--- src/es_pkg.sv ---
// Purpose: constants and types for the eye scan configuration register group
// Assumes: 16-bit registers at word addresses 0x56 to 0x5d of the serial control port
// Notes: reset words include the reserved bits so read-back matches a fresh part
package es_pkg;

  localparam int ES_NUM_REGS = 8;
  localparam logic [7:0] ES_BASE_ADDR = 8'h56;
  localparam logic [7:0] ES_ADDR_THRESHOLD = 8'h56;
  localparam logic [7:0] ES_ADDR_SLICE_INIT = 8'h57;
  localparam logic [7:0] ES_ADDR_RESERVED_WORD_A_A = 8'h58;
  localparam logic [7:0] ES_ADDR_RESERVED_WORD_A_B = 8'h59;
  localparam logic [7:0] ES_ADDR_PHASE_RANGE = 8'h5a;
  localparam logic [7:0] ES_ADDR_PHASE_STEP = 8'h5b;
  localparam logic [7:0] ES_ADDR_VERT_LIMIT = 8'h5c;
  localparam logic [7:0] ES_ADDR_SCAN_MODE = 8'h5d;

  // Word indices, address minus base
  localparam int ES_IDX_THRESHOLD = 0;
  localparam int ES_IDX_SLICE_INIT = 1;
  localparam int ES_IDX_PHASE_RANGE = 4;
  localparam int ES_IDX_PHASE_STEP = 5;
  localparam int ES_IDX_VERT_LIMIT = 6;
  localparam int ES_IDX_SCAN_MODE = 7;

  localparam logic [15:0] ES_RST_THRESHOLD = 16'h0064;
  localparam logic [15:0] ES_RST_SLICE_INIT = 16'h8002;
  localparam logic [15:0] ES_RST_RESERVED_WORD_A_A = 16'hd982;
  localparam logic [15:0] ES_RST_RESERVED_WORD_A_B = 16'h0100;
  localparam logic [15:0] ES_RST_PHASE_RANGE = 16'h007f;
  localparam logic [15:0] ES_RST_PHASE_STEP = 16'h0100;
  localparam logic [15:0] ES_RST_VERT_LIMIT = 16'hff01;
  localparam logic [15:0] ES_RST_SCAN_MODE = 16'h0000;

  localparam logic [ES_NUM_REGS-1:0][15:0] ES_RESET_WORDS = {
    ES_RST_SCAN_MODE, ES_RST_VERT_LIMIT, ES_RST_PHASE_STEP, ES_RST_PHASE_RANGE,
    ES_RST_RESERVED_WORD_A_B, ES_RST_RESERVED_WORD_A_A, ES_RST_SLICE_INIT, ES_RST_THRESHOLD};

  // Field positions
  localparam int ES_SLICE_LSB = 8;
  localparam int ES_INIT_BIT = 2;
  localparam int ES_PHASE_FIRST_LSB = 8;
  localparam int ES_PHASE_LAST_LSB = 0;
  localparam int ES_PHASE_STEP_LSB = 8;
  localparam int ES_VERT_FIRST_LSB = 0;
  localparam int ES_VERT_LAST_LSB = 8;
  localparam int ES_VERT_STEP_LSB = 0;
  localparam int ES_SHAPE_BIT = 8;

  // Slice code of the zero-volt level
  localparam logic [7:0] ES_SLICE_ZERO = 8'h80;
  localparam logic [15:0] ES_READ_IDLE = 16'h0000;

  typedef struct packed {
    logic shape_mode;
    logic [15:0] error_count_threshold;
    logic [7:0] default_vertical_slice;
    logic [6:0] phase_first;
    logic [6:0] phase_last;
    logic [6:0] phase_increment;
    logic [6:0] vertical_sweep_first;
    logic [7:0] vertical_sweep_last;
    logic [6:0] vertical_sweep_increment;
  } es_scan_cfg_s;

endpackage

--- src/es_eye_scan_config_regs.sv ---
// Purpose: eye monitor configuration registers with a per-scan snapshot
// Assumes: register port already decoded from the serial control interface, same clock
// Notes: all stored bits, reserved ones included, are read-write and read back
// Behaviour
// - 16-bit error threshold, reset 0x64, classifies points
// - 8-bit default slice in upper byte
// - Slice codes monotonic, 128 is zero volts
// - Phase start bits 14:8, reset zero
// - Phase limit bits 6:0, reset 0x7f
// - Phase step bits 14:8, reset 1, legal 1/2/4
// - Vertical start 6:0 reset 0, limit 15:8 reset 0xff
// - Vertical step bits 6:0, reset 1, legal 1/2/4
// - Mode bit selects eye scan or shape capture
`timescale 1ns/1ps
`default_nettype none

module es_eye_scan_config_regs
  import es_pkg::*;
(
  // Clock and reset
  input wire logic clk,
  input wire logic rst,
  // Register port
  input wire logic [7:0] reg_addr,
  input wire logic reg_wr_en,
  input wire logic [15:0] reg_wr_data,
  input wire logic reg_rd_en,
  output logic [15:0] reg_rd_data,
  output logic reg_rd_valid,
  // Eye monitor side
  input wire logic scan_start,
  input wire logic err_valid,
  input wire logic [15:0] err_count,
  output logic eye_init,
  output es_scan_cfg_s scan_cfg,
  output logic [7:0] slice_level,
  output logic point_valid,
  output logic point_bad
);

  logic [ES_NUM_REGS-1:0][15:0] words;
  logic [15:0] next_rd_data;
  logic next_rd_valid;
  es_scan_cfg_s next_scan_cfg;
  es_scan_cfg_s live_cfg;
  logic [7:0] next_slice_level;
  logic next_point_valid;
  logic next_point_bad;

  // Storage words, one per address
  for (genvar gi = 0; gi < ES_NUM_REGS; gi++) begin : g_word
    logic [15:0] next_word;
    always_comb begin
      next_word = words[gi];
      if (reg_wr_en && reg_addr == ES_BASE_ADDR + 8'(gi)) begin
        next_word = reg_wr_data;
      end
    end
    always_ff @(posedge clk) begin
      if (rst) begin
        words[gi] <= ES_RESET_WORDS[gi];
      end else begin
        words[gi] <= next_word;
      end
    end
  end

  // Read path, unmapped addresses read zero
  always_comb begin
    next_rd_valid = reg_rd_en;
    next_rd_data = reg_rd_en ? ES_READ_IDLE : reg_rd_data;
    if (reg_rd_en && reg_addr >= ES_BASE_ADDR
        && reg_addr < ES_BASE_ADDR + 8'(ES_NUM_REGS)) begin
      next_rd_data = words[3'(reg_addr - ES_BASE_ADDR)];
    end
  end

  always_comb begin
    live_cfg.error_count_threshold = words[ES_IDX_THRESHOLD];
    live_cfg.default_vertical_slice = words[ES_IDX_SLICE_INIT][ES_SLICE_LSB +: 8];
    live_cfg.phase_first = words[ES_IDX_PHASE_RANGE][ES_PHASE_FIRST_LSB +: 7];
    live_cfg.phase_last = words[ES_IDX_PHASE_RANGE][ES_PHASE_LAST_LSB +: 7];
    live_cfg.phase_increment = words[ES_IDX_PHASE_STEP][ES_PHASE_STEP_LSB +: 7];
    live_cfg.vertical_sweep_first = words[ES_IDX_PHASE_STEP][ES_VERT_FIRST_LSB +: 7];
    live_cfg.vertical_sweep_last = words[ES_IDX_VERT_LIMIT][ES_VERT_LAST_LSB +: 8];
    live_cfg.vertical_sweep_increment = words[ES_IDX_VERT_LIMIT][ES_VERT_STEP_LSB +: 7];
    live_cfg.shape_mode = words[ES_IDX_SCAN_MODE][ES_SHAPE_BIT];
  end

  always_comb begin
    next_scan_cfg = scan_start ? live_cfg : scan_cfg;
    // zero-volt code maps to signed zero
    next_slice_level = scan_start ? (live_cfg.default_vertical_slice ^ ES_SLICE_ZERO)
                                  : slice_level;
  end

  always_comb begin
    next_point_valid = err_valid;
    next_point_bad = err_valid ? (err_count > scan_cfg.error_count_threshold) : point_bad;
  end

  always_ff @(posedge clk) begin
    if (rst) begin
      reg_rd_data <= ES_READ_IDLE;
      reg_rd_valid <= 1'b0;
      scan_cfg <= '0;
      slice_level <= '0;
      point_valid <= 1'b0;
      point_bad <= 1'b0;
    end else begin
      reg_rd_data <= next_rd_data;
      reg_rd_valid <= next_rd_valid;
      scan_cfg <= next_scan_cfg;
      slice_level <= next_slice_level;
      point_valid <= next_point_valid;
      point_bad <= next_point_bad;
    end
  end

  // Init bit is a stored flop; the host owns its sequencing
  assign eye_init = words[ES_IDX_SLICE_INIT][ES_INIT_BIT];
endmodule // es_eye_scan_config_regs

`default_nettype wire

--- config.mk ---
export PLATFORM = sky130hd
export DESIGN_NAME = es_eye_scan_config_regs
export DESIGN_NICKNAME = d
export VERILOG_FILES = /design/src/es_pkg.sv /design/src/es_eye_scan_config_regs.sv
export SDC_FILE = /design/constraint.sdc
export NUM_CORES = 1
export LEC_CHECK = 0
export CORE_ASPECT_RATIO = 0.5
export CORE_MARGIN = 2
export CORE_UTILIZATION = 56
export CTS_BUF_LIST = sky130_fd_sc_hd__clkbuf_16
export CTS_CLUSTER_SIZE = 16
export DETAILED_ROUTE_END_ITERATION = 7
export DONT_BUFFER_PORTS = 1
export PLACE_DENSITY = 0.74
export SLEW_MARGIN = 20
export SYNTH_ARGS = -nofsm -noshare
export SYNTH_HDL_FRONTEND = slang
export SYNTH_SLANG_ARGS = --single-unit
--- constraint.sdc ---
create_clock -name clk -period 1.62 [get_ports clk]
set_input_delay 0.081 -clock clk [delete_from_list [all_inputs] [get_ports clk]]
set_output_delay 0.081 -clock clk [all_outputs]
set_load 0.05 [all_outputs]
==> impl_metrics.csv, run 1 <==
group,metric,value,unit
critical_path,max_stage_delay,0.55,ns
critical_path,reg2reg_from,"scan_cfg[65]",
critical_path,reg2reg_slack,0.02,ns
clock_network,cts_buffers,19,
sta,finalCritPeriodShare,1.01,
placed_design,detailedPlacementHpwl,14300,um
sta,setup_violations,1,
critical_path,end_kind,"register",
synth,synth_top_area_share,0.468,
route,drc,0,
route,avgRoutedWirePerCell,21.1,um
critical_path,cp.required,1.99,ns
die,initial_core_util,0.568,
power,pwr-share-clk,0.398,
clock_network,clk_latency,0.48,ns
synth,synthArstFlopShare,0,
critical_path,critPathKind,"input port to register",
sta,fin_skew,0.00826,ns
finish,layout_common_cells,"dfxtp_1 (202), mux2i_1 (181), nor2_1 (171)",
global_route,grt_pass1_wl,41000,um
synth,netlist_area,9250,um^2
clock_network,cts_max_level,1,
synth,synth_warnings,0,
clock_network,cts_tree,"built",
sta,worst_pin_slew,0.643,ns
sta,fmax,613,MHz
route,drt_iter0_markers,507,
sta,fin_setup_tns,-0.0121,ns
power,p_leak,4.99,nW
synth,syn_inst,850,
sta,drv_slew,0,
die,dieArea,17600,um^2
placed_design,pre_cts_ws,0.0434,ns
die,die_x,186,um
clock_network,clock-root-buffer,"clkbuf_16",
clock_network,path_clk_slew,0.07,ns
outcome,violations,"negative setup slack",
finish,nNetsFinal,1096,
route,viasPerCell,5.72,
sta,finalHoldWorstSlack,0.00797,ns
clock_network,cts_sinks,216,
die,rows,33,
finish,syn2layout_area_growth,30.5,%
critical_path,slowest_stage,"dlygate4sd3_1",
synth,syn-num-nets,912,
critical_path,reg2regPathDepth,6,
critical_path,cp.arrival,2.00,ns
route,num_vias,7279,
synth,synth_cell_types,39,
sta,timing.final.ws_setup,-0.0121,ns
global_route,groute.usage.overall,0.304,
die,die_h,94.9,um
sta,fin_crit,1.63,ns
sta,slew_headroom,0.570,
critical_path,worst-path-stages,7,
global_route,antenna_found_initial,0,
power,p_switching,2.41,mW
critical_path,cpLargestDelayFamily,"buffers and inverters",
synth,yosys-top-cells-area,"dfxtp_1 (47%), mux2i_1 (20%), mux4_2 (7.8%)",
critical_path,crit_chain,"nand4b_4 > buf_4 > nor4_4 > buf_12 > mux2i_1 > nor2_1 > dlygate4sd3_1",
route,drtPass1Iterations,5,
finish,fin_util,0.742,
placed_design,place.port_buffers,0,
die,coreArea,16300,um^2
finish,fin_area,12100,um^2
synth,ys_ff_latch,216,
power,power.density,849,nW/um^2
critical_path,start_kind,"input port",
finish,antenna_cells,0,
global_route,grt_pass1_vias,7370,
die,ios,142,
finish,drive_above_1_share,0.186,
global_route,overflow,0,
synth,synth-edff-count,0,
synth,syn_area_per_cell,10.9,um^2
placed_design,gp_congestion,0.831,
critical_path,startpoint,"reg_addr[5]",
power,vdd_drop_max,620,uV
clock_network,cts_max_path_buffers,3,
worst_hold_path,worstHoldPathType,"input port to register",
power,power_frac_comb,0.076,
global_route,grt_max_degree,122,
critical_path,crit_buf_inv,3,
placed_design,placed_cell_area,9980,um^2
outcome,status,"complete, but fails checks",
sta,rsz0062_at_grt,"yes",
power,seq_power_share,0.526,
synth,synth_ff_type,"dfxtp_1",
finish,final_common_cell,"dfxtp_1",
critical_path,r2r_end,"point_bad",
critical_path,cp_max_fo,23,
finish,fillers,1066,
synth,ys_seq_area_frac,0.468,
synth,synth_area_leader_cell,"dfxtp_1",
run,drv_cap,0,
critical_path,crit_end,"words[41]",
power,intPower,7.84,mW
power,sw_frac_of_total,0.235,
sta,hold_violations,0,
route,antenna_left,0,
route,finalWirelength,26800,um
## registers in the layout (all words and copies together), names as in the netlist
| signal | count |
|---|---|
| live_cfg | 68 |
| scan_cfg | 68 |
| words | 59 |
| reg_rd_data | 16 |
| eye_init | 1 |
| point_bad | 1 |
| point_valid | 1 |
| reg_rd_valid | 1 |
| slice_level | 1 |
## worst min path at each step
| stage | cells after the start | slack [ns] | start | to |
|---|---|---|---|---|
| floorplan | 1 | 0.16 | rst | reg_rd_valid |
| global placement | 1 | 0.16 | rst | scan_cfg[53] |
| detailed placement | 1 | 0.17 | rst | scan_cfg[52] |
| CTS | 3 | 0.001 | reg_addr[0] | reg_rd_data[9] |
| global route | 3 | 0.03 | reg_addr[1] | reg_rd_data[12] |
| finish | 3 | 0.008 | reg_addr[0] | reg_rd_data[7] |
## power by group through the flow
| stage | Sequential [mW] | Combinational [mW] | Clock, mW |
|---|---|---|---|
| floorplan | 5.66 | 0.489 | 0 |
| global placement | 5.51 | 0.569 | 0 |
| detailed placement | 5.51 | 0.583 | 0 |
| CTS | 5.39 | 0.769 | 4.09 |
| global route | 5.39 | 0.824 | 4.30 |
| finish | 5.39 | 0.784 | 4.08 |
## repair_timing
item | 4_1_cts | 5_1_grt
setup buffers | 0 | 3
resized for setup | 0 | 6
setup endpoints to repair | 0 | 19
hold buffers | 146 | 0
hold endpoints to repair | 213 | 0
## metrics by stage
step           instances  power (mW)
2_1_floorplan        850        6.15
3_3_place_gp        1091        6.08
3_5_place_dp        1091        6.09
4_1_cts             1270        10.2
5_1_grt             1273        10.5
6_report            1273        10.2
## tightest hold or removal path, cell delays in order
cell and delay (ns):
mux4_2 0.19, mux2i_1 0.06, o21ai_1 0.10
## area by class of cell
cell class / instances / area (um^2) / area share
Clock buffer: 19 / 475 / 0.0394
Tap cell: 227 / 284 / 0.0235
Timing Repair Buffer: 243 / 2310 / 0.192
Clock inverter: 14 / 60.1 / 0.00498
Multi-Input combinational cell: 537 / 4510 / 0.374
Sequential cell: 216 / 4360 / 0.361
Inverter: 17 / 63.8 / 0.00529
## cells in the mapped netlist (all sizes together), types with 3 or more instances
cell type and count:
clkbuf 28, mux4 32, nand4 3, buf 52, ha 16, o21ai 16, a21oi 6, inv 17
mux2i 182, nand2 18, nor4 4, dfxtp 216, nor2 171, nand3b 5, nor2b 33, a211o 30
nor4b 4
## routing by layer
metal  GRT usage  vias to the layer above  part of all wire
li1            -                     3302                 -
met1       0.422                     3574              0.44
met2       0.479                      341              0.44
met3      0.0752                       62             0.098
met4      0.0728                        0             0.022
met5           0                        -                 0
## kinds of logic (layout without fill, tap and decap cells)
kind of cell / count (synthesis) / in the layout / synth area share
and+or+nand+nor: 244 / 244 / 0.127
DFF: 216 / 216 / 0.468
muxes: 214 / 214 / 0.275
buffers and inverters: 97 / 293 / 0.0580
AOI/OAI and AO/OA: 62 / 62 / 0.0494
adders and majority gates: 16 / 16 / 0.0216
xor gates and xnor gates: 1 / 1 / 0.00176
Note: power is estimated with default switching activity, not from simulation.
==> run 2: changes to the inputs <==
--- a/config.mk
+++ b/config.mk
@@ -15,3 +15,2 @@
 export PLACE_DENSITY = 0.74
-export SLEW_MARGIN = 20
 export SYNTH_ARGS = -nofsm -noshare
==> constraint.sdc (replaced) <==
create_clock -name clk -period 1.62 [get_ports clk]
set_input_delay 0.162 -clock clk [delete_from_list [all_inputs] [get_ports clk]]
set_output_delay 0.162 -clock clk [all_outputs]
set_load 0.05 [all_outputs]
==> run 2 against run 1 <==
Against the previous run:
- the flow now finishes without violations
- register-to-register slack gained 0.04 ns
- sequential share of layout area grew 0.48 points
- hold slack gained 0.018 ns
- wire length shrank 5.0%
- clock-buffer cell count is the same
- first-iteration DRC count grew 22%
- maximum frequency grew 1.9%
- critical path depth grew 1
- clock power grew 1%
- non-clock buffer count shrank 19
- cell count shrank 1.6%
- clock skew grew 0.0081 ns
==> impl_metrics.csv, run 2 (same netlist as run 1, synthesis figures left out) <==
group,metric,value,unit
placed_design,gp_congestion,0.824,
sta,finalHoldWorstSlack,0.0264,ns
route,drc,0,
power,intPower,7.83,mW
worst_hold_path,hold_path.startpoint,"rst",
finish,fin_util,0.732,
global_route,grt_pass1_vias,6737,
power,power_frac_comb,0.071,
finish,drive_above_1_share,0.177,
critical_path,cp.required,2.01,ns
power,p_switching,2.45,mW
clock_network,cts_tree,"built",
critical_path,r2r_end,"point_bad",
critical_path,cp_max_fo,25,
power,sw_frac_of_total,0.238,
die,dieArea,17600,um^2
critical_path,startpoint,"reg_addr[5]",
sta,fmax,625,MHz
sta,worst_pin_slew,0.553,ns
critical_path,cp.arrival,1.99,ns
critical_path,end_kind,"register",
global_route,overflow,0,
clock_network,cts_max_path_buffers,3,
sta,drv_slew,0,
global_route,groute.usage.overall,0.286,
power,power,10.3,mW
route,drt_iter0_markers,617,
critical_path,reg2regPathDepth,6,
sta,setup_violations,0,
finish,final_common_cell,"dfxtp_1",
clock_network,cts_sinks,216,
clock_network,clock-root-buffer,"clkbuf_16",
worst_hold_path,worstHoldPathType,"input port to register",
finish,syn2layout_area_growth,28.8,%
run,drv_cap,0,
finish,nNetsFinal,1077,
placed_design,place.port_buffers,0,
route,drtPass1Iterations,5,
clock_network,path_clk_slew,0.07,ns
die,initial_core_util,0.568,
clock_network,cts_max_level,1,
sta,slew_headroom,0.631,
power,pwr-share-clk,0.402,
power,seq_power_share,0.526,
sta,fin_setup_tns,0,ns
power,p_leak,4.88,nW
placed_design,detailedPlacementHpwl,14000,um
sta,finalCritPeriodShare,0.988,
clock_network,cts_buffers,19,
die,die_h,94.9,um
route,antenna_left,0,
worst_hold_path,min_path_cells,2,
die,ios,142,
worst_hold_path,whs_endpoint,"words[118]",
clock_network,clk_latency,0.50,ns
finish,layout_common_cells,"dfxtp_1 (201), mux2i_1 (181), nor2_1 (171)",
route,viasPerCell,5.59,
die,rows,33,
finish,antenna_cells,0,
sta,fin_skew,0.0163,ns
global_route,grt_pass1_wl,38300,um
critical_path,reg2reg_from,"scan_cfg[65]",
power,power.density,863,nW/um^2
sta,hold_violations,0,
route,finalWirelength,25500,um
critical_path,start_kind,"input port",
critical_path,reg2reg_slack,0.06,ns
route,avgRoutedWirePerCell,20.4,um
sta,fin_crit,1.60,ns
finish,register_area,4360,um^2
die,die_x,186,um
global_route,antenna_found_initial,1,
outcome,status,"completed",
finish,fillers,1078,
die,coreArea,16300,um^2
power,vdd_drop_max,684,uV
global_route,grt_max_degree,126,
finish,multiInputGateArea,4520,um^2
critical_path,critPathKind,"input port to register",
route,num_vias,7004,
run 2: critical path, stage by stage:
cell and delay (ns):
nand4b_4 0.16, buf_4 0.16, buf_4 0.13, nor4_4 0.28, buf_12 0.23, mux2i_1 0.24
nor2_1 0.07, dlygate4sd3_1 0.56
run 2: layer usage:
layer,up-vias,GRT usage,wire (um)
li1,3279,-,-
met1,3401,0.420,12000
met2,292,0.422,10700
met3,32,0.0744,2400
met4,0,0.0617,351
met5,-,0,0
run 2: final cells by class:
cell class | instances | share of cell area
timing repair buffer | 224 | 0.181
clock buffer | 19 | 0.0399
sequential | 216 | 0.366
inverter | 17 | 0.00536
clock inverter | 12 | 0.00494
tap | 227 | 0.0239
multi-input combinational | 537 | 0.379
run 2: how the worst max path moves through the flow:
stage                             end  depth (start not counted)  slack [ns]
after global routing        point_bad                          6      -0.009
after floorplan             point_bad                          6       0.003
after CTS                   point_bad                          6       0.002
final                     live_cfg[6]                          8        0.02
after detailed placement    point_bad                          6       0.009
after global placement     words[122]                          5        0.06
run 2: timing repair:
action / CTS / global route
buffers inserted: 0 / 5
setup endpoints to repair: 0 / 37
resized for setup: 0 / 8
endpoints found under the hold margin: 200 / 0
hold buffers: 145 / 0
run 2: power groups by stage:
stage / Combinational (mW) / Sequential [mW] / Clock, mW
after floorplan: 0.489 / 5.66 / 0
after global placement: 0.536 / 5.53 / 0
after detailed placement: 0.545 / 5.53 / 0
after CTS: 0.711 / 5.41 / 4.15
after global routing: 0.771 / 5.41 / 4.38
final: 0.732 / 5.41 / 4.14
run 2: through the flow:
stage	instances	worst slack (ns)	cell area [um^2]
after CTS	1247	0.00158	11800
after detailed placement	1071	0.00937	9820
after global routing	1252	-0.00945	11900
after global placement	1071	0.0556	9820
after floorplan	850	0.00329	9340
final	1252	0.0190	11900
